### src/logic/fault_sup_map.svh
// offsets, field positions, reset values and timing figures of the
// fault supervisor; assumes a 200 MHz mclk_i and byte-wide registers
// Summary of operation
// - each fault source has a flag showing its live condition, mask or not
// - an unmasked fault sets its latched bit and pulls the interrupt low
// - interrupt releases only after condition gone and latched bit read
// - reading status while condition persists keeps bit set, interrupt low
// - buck current at 75 percent for over 16 switch cycles flags
// - LDO in current limit over 16 us after soft start flags
// - input over or under voltage is an interrupt source too
// - system reset drops at once on bad input or monitored rail
// - system reset releases after 20 to 100 ms selectable delay
// - unmasked output UV or OV turns all rails off 100 ms, then restarts
// - unmasked output UV or OV also forces system reset low
// - buck at 122 percent disables that buck, restarts after 14 ms
// - masks gate the interrupt and the output UV/OV and shutdown actions; input and 122 percent actions always act
// - die temperature warning raises interrupt unless masked
// - die shutdown temperature turns off all rails unless masked
// - input overvoltage holds the inrush gate off until it clears
// - input overcurrent warning raises interrupt unless masked
// - interrupt pin is open drain, only ever pulls low
// - external supply enable follows sequencer with on and off delays
// - external power good can trigger internal rails in sequence
// - factory image picks reset monitored rails and trigger sources
`ifndef FAULT_SUP_MAP_SVH
`define FAULT_SUP_MAP_SVH
// status byte addresses, group h first, group a last
`define ST_OFFS {8'he5, 8'ha6, 8'ha0, 8'h05, 8'h04, 8'h03, 8'h01, 8'h00}
`define FLAG_BASE 8'h20
`define MASK_BASE 8'h40
`define RDLY_ADDR 8'h60
`define MASK_RST 8'hff
`define RDLY_RST 2'h0
// bit positions inside groups e and g
`define TWARN_BIT 0
`define TSHDN_BIT 1
`define INOCW_BIT 0
// factory image fields
`define IMG_MON_LSB 0
`define IMG_TRIG_LSB 5
`define IMG_ON_LSB 10
`define IMG_OFF_LSB 13
`define IMG_RST 16'h001f
// timing
`define CLK_NS 5
`define MS_NS 1_000_000
`define LDO_ILIM_NS 16_000
`define BUCK_OC_CYC 5'h10
`define HOLDOFF_MS 7'h64
`define RESTART_MS 4'he
`define RDLY_MS_0 7'h14
`define RDLY_MS_1 7'h28
`define RDLY_MS_2 7'h3c
`define RDLY_MS_3 7'h64
`endif

### src/logic/fault_sup_pkg.sv
// types shared by the fault supervisor
// assumes nothing beyond a SystemVerilog compiler
`default_nettype none
package fault_sup_pkg;
   // power path sequencer states
   typedef enum logic [1:0] {
      SEQ_OFF,
      SEQ_RUN,
      SEQ_HOLD
   } seq_state_t;
endpackage
`default_nettype wire

### src/logic/pmic_fault_irq_reset_supervisor.sv
// fault supervisor: flags, masks, latched faults, open-drain interrupt,
// system reset, holdoff and restart timing, external supply enable.
// assumes a serial interface engine that presents byte reads and writes
// and analog comparators that arrive asynchronously to mclk_i.
`timescale 1ns/100ps
`include "fault_sup_map.svh"
`default_nettype none
module pmic_fault_irq_reset_supervisor #(
   parameter int MS_CYCLES = `MS_NS / `CLK_NS,
   parameter int LDO_CYCLES = `LDO_ILIM_NS / `CLK_NS,
   parameter logic [15:0] IMAGE = `IMG_RST
) (
   // clock and reset
   input wire logic mclk_i,
   input wire logic rstn_i,
   // register access from the serial interface engine
   input wire logic reg_rd_i,
   input wire logic reg_wr_i,
   input wire logic [7:0] reg_addr_i,
   input wire logic [7:0] reg_wdata_i,
   output logic [7:0] reg_rdata_o,
   // buck comparators
   input wire logic [2:0] buck_ov_i,
   input wire logic [2:0] buck_uv_i,
   input wire logic [2:0] buck_oc75_i,
   input wire logic [2:0] buck_oc122_i,
   input wire logic [2:0] buck_sw_clk_i,
   // ldo comparators
   input wire logic [1:0] ldo_ov_i,
   input wire logic [1:0] ldo_uv_i,
   input wire logic [1:0] ldo_ilim_i,
   input wire logic [1:0] ldo_ss_done_i,
   // die temperature and input path
   input wire logic temp_warn_i,
   input wire logic temp_shdn_i,
   input wire logic in_ov_i,
   input wire logic in_uv_i,
   input wire logic in_ocw_i,
   // power good of rails and of the external supply
   input wire logic [4:0] rail_pg_i,
   input wire logic external_power_good_i,
   // power path controls
   output logic [4:0] rail_en_o,
   output logic inrush_gate_drive_o,
   output logic external_supply_enable_o,
   output logic sys_reset_n_o,
   // open-drain interrupt pin
   input wire logic fault_irq_n_i,
   output logic fault_irq_n_o,
   output logic fault_irq_n_oe_n_o
);
   // ***************************************************************
   // parameters checks and shared constants
   // ***************************************************************
   localparam int NSYNC = 34;
   localparam int TW = $clog2(MS_CYCLES);
   localparam int LW = $clog2(LDO_CYCLES + 2);
   localparam logic [7:0][7:0] ST_OFF = `ST_OFFS;
   localparam logic [4:0] MON = IMAGE[`IMG_MON_LSB +: 5];
   localparam logic [4:0] TRIG = IMAGE[`IMG_TRIG_LSB +: 5];
   localparam logic [2:0] ON_DLY = IMAGE[`IMG_ON_LSB +: 3];
   localparam logic [2:0] OFF_DLY = IMAGE[`IMG_OFF_LSB +: 3];

   if (MS_CYCLES < 2 || LDO_CYCLES < 2) begin : g_bad
      $error("tick and ldo counts must be at least two");
   end

   // ***************************************************************
   // input synchronisers
   // ***************************************************************
   logic [NSYNC-1:0] raw;
   logic [NSYNC-1:0] s1;
   logic [NSYNC-1:0] s2;
   logic [NSYNC-1:0] s3;
   logic [NSYNC-1:0] syn;
   logic external_power_good;
   logic [4:0] rail_pg;
   logic in_ocw;
   logic in_uv;
   logic in_ov;
   logic t_shdn;
   logic t_warn;
   logic [1:0] ldo_ssd;
   logic [1:0] ldo_ilim;
   logic [1:0] ldo_uv;
   logic [1:0] ldo_ov;
   logic [2:0] sw_clk;
   logic [2:0] oc122;
   logic [2:0] oc75;
   logic [2:0] buck_uv;
   logic [2:0] buck_ov;

   assign raw = {external_power_good_i, rail_pg_i, in_ocw_i, in_uv_i,
      in_ov_i, temp_shdn_i, temp_warn_i, ldo_ss_done_i, ldo_ilim_i,
      ldo_uv_i, ldo_ov_i, buck_sw_clk_i, buck_oc122_i, buck_oc75_i,
      buck_uv_i, buck_ov_i};
   assign {external_power_good, rail_pg, in_ocw, in_uv, in_ov, t_shdn, t_warn,
      ldo_ssd, ldo_ilim, ldo_uv, ldo_ov, sw_clk, oc122, oc75, buck_uv,
      buck_ov} = syn;

   // a level counts only once the second and third stage agree
   always_ff @(posedge mclk_i or negedge rstn_i) begin
      if (!rstn_i) begin
         s1 <= '0;
         s2 <= '0;
         s3 <= '0;
         syn <= '0;
      end else begin
         s1 <= raw;
         s2 <= s1;
         s3 <= s2;
         syn <= (s2 & s3) | (syn & (s2 | s3));
      end
   end

   // ***************************************************************
   // millisecond tick
   // ***************************************************************
   logic [TW-1:0] tick_cnt;
   logic tick;

   assign tick = (tick_cnt == TW'(MS_CYCLES - 1));

   // one shared tick keeps every delay counter narrow
   always_ff @(posedge mclk_i or negedge rstn_i) begin
      if (!rstn_i) begin
         tick_cnt <= '0;
      end else if (tick) begin
         tick_cnt <= '0;
      end else begin
         tick_cnt <= tick_cnt + 1'b1;
      end
   end

   // ***************************************************************
   // buck overcurrent levels
   // ***************************************************************
   logic [2:0] sw_d;
   logic [2:0] sw_rise;
   logic [2:0] oc1_flag;
   logic [2:0] rs_busy;

   assign sw_rise = sw_clk & ~sw_d;

   // switch edges, taken after the filter
   always_ff @(posedge mclk_i or negedge rstn_i) begin
      if (!rstn_i) begin
         sw_d <= '0;
      end else begin
         sw_d <= sw_clk;
      end
   end

   for (genvar i = 0; i < 3; i++) begin : g_buck
      logic [4:0] oc_cnt;
      logic [3:0] rs_cnt;

      assign oc1_flag[i] = (oc_cnt > `BUCK_OC_CYC);

      // run of switch cycles at the first level, saturating
      always_ff @(posedge mclk_i or negedge rstn_i) begin
         if (!rstn_i) begin
            oc_cnt <= '0;
         end else if (!oc75[i]) begin
            oc_cnt <= '0;
         end else if (sw_rise[i] && oc_cnt <= `BUCK_OC_CYC) begin
            oc_cnt <= oc_cnt + 1'b1;
         end
      end

      // third level: this buck alone off, no mask can stop it
      always_ff @(posedge mclk_i or negedge rstn_i) begin
         if (!rstn_i) begin
            rs_busy[i] <= 1'b0;
            rs_cnt <= '0;
         end else if (oc122[i]) begin
            rs_busy[i] <= 1'b1;
            rs_cnt <= '0;
         end else if (rs_busy[i] && tick) begin
            if (rs_cnt == `RESTART_MS - 4'h1) begin
               rs_busy[i] <= 1'b0;
            end
            rs_cnt <= rs_cnt + 1'b1;
         end
      end
   end

   // ***************************************************************
   // ldo current limit filter
   // ***************************************************************
   logic [1:0] ldo_flag;

   for (genvar j = 0; j < 2; j++) begin : g_ldo
      logic [LW-1:0] il_cnt;

      assign ldo_flag[j] = (il_cnt > LW'(LDO_CYCLES));

      // counted only once soft start is over
      always_ff @(posedge mclk_i or negedge rstn_i) begin
         if (!rstn_i) begin
            il_cnt <= '0;
         end else if (!(ldo_ilim[j] && ldo_ssd[j])) begin
            il_cnt <= '0;
         end else if (il_cnt <= LW'(LDO_CYCLES)) begin
            il_cnt <= il_cnt + 1'b1;
         end
      end
   end

   // ***************************************************************
   // flags, masks, latched faults
   // ***************************************************************
   logic [7:0][7:0] live;
   logic [7:0][7:0] mask;
   logic [7:0][7:0] lat;
   logic [7:0] rd_hit;
   logic [1:0] rdly;
   logic uvov_trip;
   logic therm_trip;

   // flags follow the filtered sources whatever the masks say
   assign live[0] = {2'h0, buck_uv, buck_ov};
   assign live[1] = {4'h0, ldo_uv, ldo_ov};
   assign live[2] = {5'h00, oc1_flag};
   assign live[3] = {6'h00, ldo_flag};
   assign live[4] = {6'h00, t_shdn, t_warn};
   assign live[5] = {6'h00, in_uv, in_ov};
   assign live[6] = {7'h00, in_ocw};
   assign live[7] = {5'h00, oc122};

   for (genvar g = 0; g < 8; g++) begin : g_hit
      assign rd_hit[g] = reg_rd_i && (reg_addr_i == ST_OFF[g]);
   end

   assign uvov_trip = |({live[1][3:0], live[0][5:0]} &
      ~{mask[1][3:0], mask[0][5:0]});
   assign therm_trip = t_shdn && !mask[4][`TSHDN_BIT];

   // set wins over a clearing read; a live bit survives its read
   always_ff @(posedge mclk_i or negedge rstn_i) begin
      if (!rstn_i) begin
         lat <= '0;
      end else begin
         for (int g = 0; g < 8; g++) begin
            lat[g] <= (live[g] & ~mask[g]) |
               (lat[g] & ~({8{rd_hit[g]}} & ~live[g]));
         end
      end
   end

   // masks default to blocking every source
   always_ff @(posedge mclk_i or negedge rstn_i) begin
      if (!rstn_i) begin
         mask <= {8{`MASK_RST}};
      end else if (reg_wr_i) begin
         for (int g = 0; g < 8; g++) begin
            if (reg_addr_i == 8'(`MASK_BASE + g)) begin
               mask[g] <= reg_wdata_i;
            end
         end
      end
   end

   // reset release delay select
   always_ff @(posedge mclk_i or negedge rstn_i) begin
      if (!rstn_i) begin
         rdly <= `RDLY_RST;
      end else if (reg_wr_i && reg_addr_i == `RDLY_ADDR) begin
         rdly <= reg_wdata_i[1:0];
      end
   end

   // ***************************************************************
   // register read port
   // ***************************************************************
   logic [7:0] next_rdata;

   // status reads return the bits before the clear lands
   always_comb begin
      next_rdata = 8'h00;
      for (int g = 0; g < 8; g++) begin
         if (reg_addr_i == ST_OFF[g]) begin
            next_rdata = lat[g];
         end else if (reg_addr_i == 8'(`FLAG_BASE + g)) begin
            next_rdata = live[g];
         end else if (reg_addr_i == 8'(`MASK_BASE + g)) begin
            next_rdata = mask[g];
         end
      end
      if (reg_addr_i == `RDLY_ADDR) begin
         next_rdata = {6'h00, rdly};
      end
   end

   always_ff @(posedge mclk_i or negedge rstn_i) begin
      if (!rstn_i) begin
         reg_rdata_o <= 8'h00;
      end else if (reg_rd_i) begin
         reg_rdata_o <= next_rdata;
      end
   end

   // ***************************************************************
   // sequencer and holdoff
   // ***************************************************************
   fault_sup_pkg::seq_state_t state;
   logic [6:0] hold_cnt;
   logic in_bad;
   logic [4:0] rail_hold;

   assign in_bad = in_ov || in_uv;
   // only the bucks have a third current level; ldos never sit out alone
   assign rail_hold = {2'h0, rs_busy};

   always_ff @(posedge mclk_i or negedge rstn_i) begin
      if (!rstn_i) begin
         state <= fault_sup_pkg::SEQ_OFF;
         hold_cnt <= '0;
      end else begin
         case (state)
            fault_sup_pkg::SEQ_OFF: begin
               if (!in_bad) begin
                  state <= fault_sup_pkg::SEQ_RUN;
               end
            end
            fault_sup_pkg::SEQ_RUN: begin
               if (in_bad) begin
                  state <= fault_sup_pkg::SEQ_OFF;
               end else if (uvov_trip || therm_trip) begin
                  state <= fault_sup_pkg::SEQ_HOLD;
                  hold_cnt <= '0;
               end
            end
            fault_sup_pkg::SEQ_HOLD: begin
               if (in_bad) begin
                  state <= fault_sup_pkg::SEQ_OFF;
               end else if (tick) begin
                  if (hold_cnt == `HOLDOFF_MS - 7'h1) begin
                     state <= fault_sup_pkg::SEQ_RUN;
                  end
                  hold_cnt <= hold_cnt + 7'h1;
               end
            end
            default: state <= fault_sup_pkg::SEQ_OFF;
         endcase
      end
   end

   // rails start on their trigger; a tripped buck sits out alone
   always_ff @(posedge mclk_i or negedge rstn_i) begin
      if (!rstn_i) begin
         rail_en_o <= '0;
      end else begin
         for (int k = 0; k < 5; k++) begin
            rail_en_o[k] <= (state == fault_sup_pkg::SEQ_RUN) &&
               (!TRIG[k] || external_power_good) &&
               !rail_hold[k];
         end
      end
   end

   // overvoltage at the sense input kills the gate at once
   always_ff @(posedge mclk_i or negedge rstn_i) begin
      if (!rstn_i) begin
         inrush_gate_drive_o <= 1'b0;
      end else begin
         inrush_gate_drive_o <= (state != fault_sup_pkg::SEQ_OFF) &&
            !in_ov && !in_uv;
      end
   end

   // ***************************************************************
   // external supply enable
   // ***************************************************************
   logic ext_trig;
   logic [2:0] ext_cnt;

   assign ext_trig = (state == fault_sup_pkg::SEQ_RUN);

   // a trigger that flips back mid delay restarts the count
   always_ff @(posedge mclk_i or negedge rstn_i) begin
      if (!rstn_i) begin
         external_supply_enable_o <= 1'b0;
         ext_cnt <= '0;
      end else if (ext_trig == external_supply_enable_o) begin
         ext_cnt <= '0;
      end else if (tick) begin
         if (ext_cnt == (ext_trig ? ON_DLY : OFF_DLY)) begin
            external_supply_enable_o <= ext_trig;
            ext_cnt <= '0;
         end else begin
            ext_cnt <= ext_cnt + 3'h1;
         end
      end
   end

   // ***************************************************************
   // system reset
   // ***************************************************************
   logic rst_bad;
   logic [6:0] rst_cnt;
   logic [6:0] dly_ms;

   assign rst_bad = in_bad || |(MON & ~rail_pg) || uvov_trip;

   always_comb begin
      case (rdly)
         2'h0: dly_ms = `RDLY_MS_0;
         2'h1: dly_ms = `RDLY_MS_1;
         2'h2: dly_ms = `RDLY_MS_2;
         default: dly_ms = `RDLY_MS_3;
      endcase
   end

   // drop at once, release only after a full quiet delay
   always_ff @(posedge mclk_i or negedge rstn_i) begin
      if (!rstn_i) begin
         sys_reset_n_o <= 1'b0;
         rst_cnt <= '0;
      end else if (rst_bad || state != fault_sup_pkg::SEQ_RUN) begin
         sys_reset_n_o <= 1'b0;
         rst_cnt <= '0;
      end else if (!sys_reset_n_o && tick) begin
         if (rst_cnt == dly_ms - 7'h1) begin
            sys_reset_n_o <= 1'b1;
         end
         rst_cnt <= rst_cnt + 7'h1;
      end
   end

   // ***************************************************************
   // open-drain interrupt
   // ***************************************************************
   // the pad only ever pulls low; the pin level itself is not needed
   assign fault_irq_n_o = 1'b0;

   always_ff @(posedge mclk_i or negedge rstn_i) begin
      if (!rstn_i) begin
         fault_irq_n_oe_n_o <= 1'b1;
      end else begin
         fault_irq_n_oe_n_o <= ~(|lat);
      end
   end
endmodule
`default_nettype wire

### config.mk
export PLATFORM = sky130hd
export DESIGN_NAME = pmic_fault_irq_reset_supervisor
export DESIGN_NICKNAME = d
export VERILOG_FILES = /design/src/logic/fault_sup_pkg.sv /design/src/logic/pmic_fault_irq_reset_supervisor.sv
export VERILOG_INCLUDE_DIRS = /design/src /design/src/logic
export SDC_FILE = /design/constraint.sdc
export NUM_CORES = 1
export LEC_CHECK = 0
export ABC_AREA = 0
export BUFFER_PORTS_ARGS = -buffer_cell sky130_fd_sc_hd__buf_4
export CORE_ASPECT_RATIO = 1.4
export CORE_MARGIN = 1
export CORE_UTILIZATION = 55
export DETAILED_ROUTE_END_ITERATION = 7
export PLACE_DENSITY = 0.72
export SLEW_MARGIN = 40
export SYNTH_ARGS = -nofsm -noshare
export SYNTH_HDL_FRONTEND = slang
export SYNTH_SLANG_ARGS = --single-unit
### constraint.sdc
create_clock -name mclk_i -period 3.5 [get_ports mclk_i]
set_input_delay 0.525 -clock mclk_i [delete_from_list [all_inputs] [get_ports mclk_i]]
set_output_delay 0.525 -clock mclk_i [all_outputs]
set_load 0.01 [all_outputs]
==> flow_metrics.env <==
export IMPL_yosysWarnings=0
export IMPL_die_area_mm2=0.0300
export IMPL_r2r_start="g_buck[0].oc_cnt[0]"
export IMPL_synthAdderAreaFrac=0.0368
export IMPL_num_nets_final=1557
export IMPL_arrival_ns=2.93
export IMPL_ff2ff_setup_slack_ns=0.99
export IMPL_cp_slowest_cell="nor3b_1"
export IMPL_numClockSinks=372
export IMPL_r2r_end="g_buck[0].oc_cnt[3]"
export IMPL_setup_tns_final_ns=0
export IMPL_die_w_um=147
export IMPL_ys_types=79
export IMPL_first_pass_iters=5
export IMPL_worst_setup_path_type="reg2reg"
export IMPL_hp_class="in2async"
export IMPL_crit_path_frequent_cell="and2_1"
export IMPL_synth_edff_count=0
export IMPL_ys_ff_latch=372
export IMPL_wl_met3_mm=1.90
export IMPL_status="complete, but fails checks"
export IMPL_portBuffers=69
export IMPL_rr_worst_depth=8
export IMPL_clock_skew_ns=0.00887
export IMPL_nFillCells=2230
export IMPL_startpoint_type="flip-flop"
export IMPL_antenna_found_initial=1
export IMPL_finalWeightedCongestion=0.996
export IMPL_max_vdd_ir_drop_uv=452
export IMPL_final_cell_mix="dfrtp_1, nor2_1, nand2_1"
export IMPL_ant_nets=0
export IMPL_synthMuxAreaShare=0.0590
export IMPL_synth_compound_area_share=0.110
export IMPL_cts_tree="yes"
export IMPL_grt_setup_unrepaired="no"
export IMPL_crit_fanout=5
export IMPL_fp_dieH_um=204
export IMPL_syn_nets=1476
export IMPL_fin_total_pwr_uw=9170
export IMPL_htreeDepth=2
export IMPL_grt_use_total=0.272
export IMPL_clock_insertion_delay_worst_skew_ns=0.53
export IMPL_async_flop_share=1.00
export IMPL_synth_top_area_cell="dfrtp_1"
export IMPL_wl_mm=39.2
export IMPL_synth_cells=1400
export IMPL_mostFrequentLayoutCell="dfrtp_1"
export IMPL_drive_gt1_frac=0.210
export IMPL_synth_top_family_by_area="simple AND/OR/NAND/NOR gates"
export IMPL_worstPathRequired_ns=3.92
export IMPL_core_area_mm2=0.0286
export IMPL_leakage_uw=0.00794
export IMPL_synth_top_area_share=0.477
export IMPL_syn_avg_cell_area_um2=11.5
export IMPL_start_util=0.563
export IMPL_drt_initial_drc_count=732
export IMPL_viasPerCell=5.98
export IMPL_grt_max_degree=84
export IMPL_grt_pass1_wl_mm=62.4
export IMPL_synthXorXnorAreaFrac=0.0332
export IMPL_p_per_area_mw_per_mm2=498
export IMPL_vias=11256
export IMPL_finalHoldViolations=15
export IMPL_synth_area_top_cells="dfrtp_1, dfstp_2, mux2_2"
export IMPL_grt_pass1_vias=11345
export IMPL_clock_path_buffers=3
export IMPL_layout_min_cycle_time_ns=2.51
export IMPL_grt_overflow_total=0
export IMPL_area_growth_syn_to_layout_pct=14.3
export IMPL_antenna_cells=0
export IMPL_cts_root_buf="clkbuf_16"
export IMPL_wl_met2_mm=19.5
export IMPL_synth_area_mm2=0.0161
export IMPL_cts_made_buffers=37
export IMPL_report_final_slew_viol_count=0
export IMPL_synth_simple_area_share=0.153
export IMPL_drt_met1_wl_mm=15.7
export IMPL_avgRoutedWirePerCell_um=20.8
export IMPL_maxCapViolations=0
export IMPL_tightest_slew_ns=1.01
export IMPL_dp_hpwl_mm=28.0
export IMPL_cts_hold_buf=0
export IMPL_top_layer="met5"
export IMPL_relSlewSlack=0.323
export IMPL_post_cts_buffers=0
export IMPL_period_share=0.716
export IMPL_endpoint_kind="flip-flop"
export IMPL_violations="hold timing"
export IMPL_synth_ff_type="dfrtp_1"
export IMPL_crit_chain="inv_1, ha_1, or3b_2, and2_1, nor3b_1, nand4_1, xnor2_1, and2_1"
export IMPL_post_cts_resized=0
export IMPL_setup_viol=0
export IMPL_clk_pin_slew_ns=0.06
export IMPL_pin_count=73
export IMPL_drc=0
export IMPL_yosysSeqAreaShare=0.583
export IMPL_rows=73
export IMPL_fmax_mhz=399
export IMPL_whs_ns=-0.0200
export IMPL_cpPeakStageDelay_ns=0.59
synthesized netlist by cell type, drive strengths merged, types with 19 or more instances:
library cell,n
dfrtp,307
nor2,98
nand2,93
a21oi,81
mux2,71
dfstp,65
and2,58
o21ai,53
inv,48
clkbuf,35
maj3,33
nand3,33
xor2,32
xnor2,29
nor4,24
ha,21
nor2b,20
and3,19
worst max path at each step:
stage,from,endpoint,slack [ns],cells after the start
2_1_floorplan,reg_addr_i[4],reg_rdata_o[2],1.07,8
3_3_place_gp,reg_addr_i[5],mask[59],0.66,6
3_5_place_dp,reg_addr_i[5],mask[61],0.62,6
4_1_cts,g_ldo[1].il_cnt[0],g_ldo[1].il_cnt[7],0.83,8
5_1_grt,tick_cnt[13],ext_cnt[2],0.80,7
6_report,g_buck[0].oc_cnt[0],g_buck[0].oc_cnt[3],0.99,8
per-layer routing:
layer  GRT usage  vias up
met4       0.150        2
met3      0.0442      123
li1            -     5167
met5           0        -
met2       0.463      338
met1       0.330     5626
critical path: cells and delay by family, from the launching register on:
family	cells	cell delay, ns
AND/OR/NAND/NOR	5	1.60
buffers and inverters	1	0.10
XOR/XNOR	1	0.16
adder cells (fa/ha/maj)	1	0.15
flip-flops	1	0.40
power breakdown:
part	total [uW]	internal, uW	leakage (uW)	switching (uW)
combinational	557	225	0.00284	332
clock	3990	2350	0.000602	1650
sequential	4620	4490	0.00449	129
total	9170	7070	0.00794	2110
final cells by class:
cell class / instances / area (um2) / share of cell area
tap: 375 / 469 / 0.0255
timing repair buffer: 95 / 771 / 0.0419
multi-input combinational: 927 / 6360 / 0.345
clock inverter: 19 / 201 / 0.0109
clock buffer: 46 / 1040 / 0.0565
sequential: 372 / 9390 / 0.510
inverter: 48 / 180 / 0.00979
flip-flops by register name, indices dropped and copies added (netlist names):
| name | cells |
|---|---|
| ext_cnt | 3 |
| external_supply_enable_o | 1 |
| fault_irq_n_oe_n_o | 1 |
| g_buck.oc_cnt | 15 |
| g_buck.rs_cnt | 12 |
| g_ldo.il_cnt | 24 |
| hold_cnt | 7 |
| inrush_gate_drive_o | 1 |
| lat | 64 |
| mask | 64 |
| rail_en_o | 4 |
| rail_hold | 3 |
| rdly | 2 |
| reg_rdata_o | 8 |
| rst_cnt | 7 |
| s1 | 33 |
| s2 | 33 |
| s3 | 33 |
| state | 2 |
| sw_d | 3 |
| syn | 33 |
| sys_reset_n_o | 1 |
| tick_cnt | 18 |
stage by stage:
stage	setup WS (ns)	std cells	hold slack [ns]	utilization	area [um2]
after floorplan	1.07	1400	0.229	-	16100
after CTS	0.834	1882	0.00666	0.643	18400
after global placement	0.661	1817	0.332	0.600	17200
after detailed placement	0.615	1817	0.335	0.600	17200
after global routing	0.804	1882	0.0294	0.644	18400
final	0.995	1882	-0.0200	0.644	18400
cell families (layout without fill, tap and decap cells):
group	after synthesis	in the layout
other cells	1	1
flops	372	372
mux	86	86
buf+inv	101	208
fa+ha+maj	54	54
xor+xnor	61	61
simple gates	456	456
compound gates	269	269
Power figures use the tool's default switching activity.
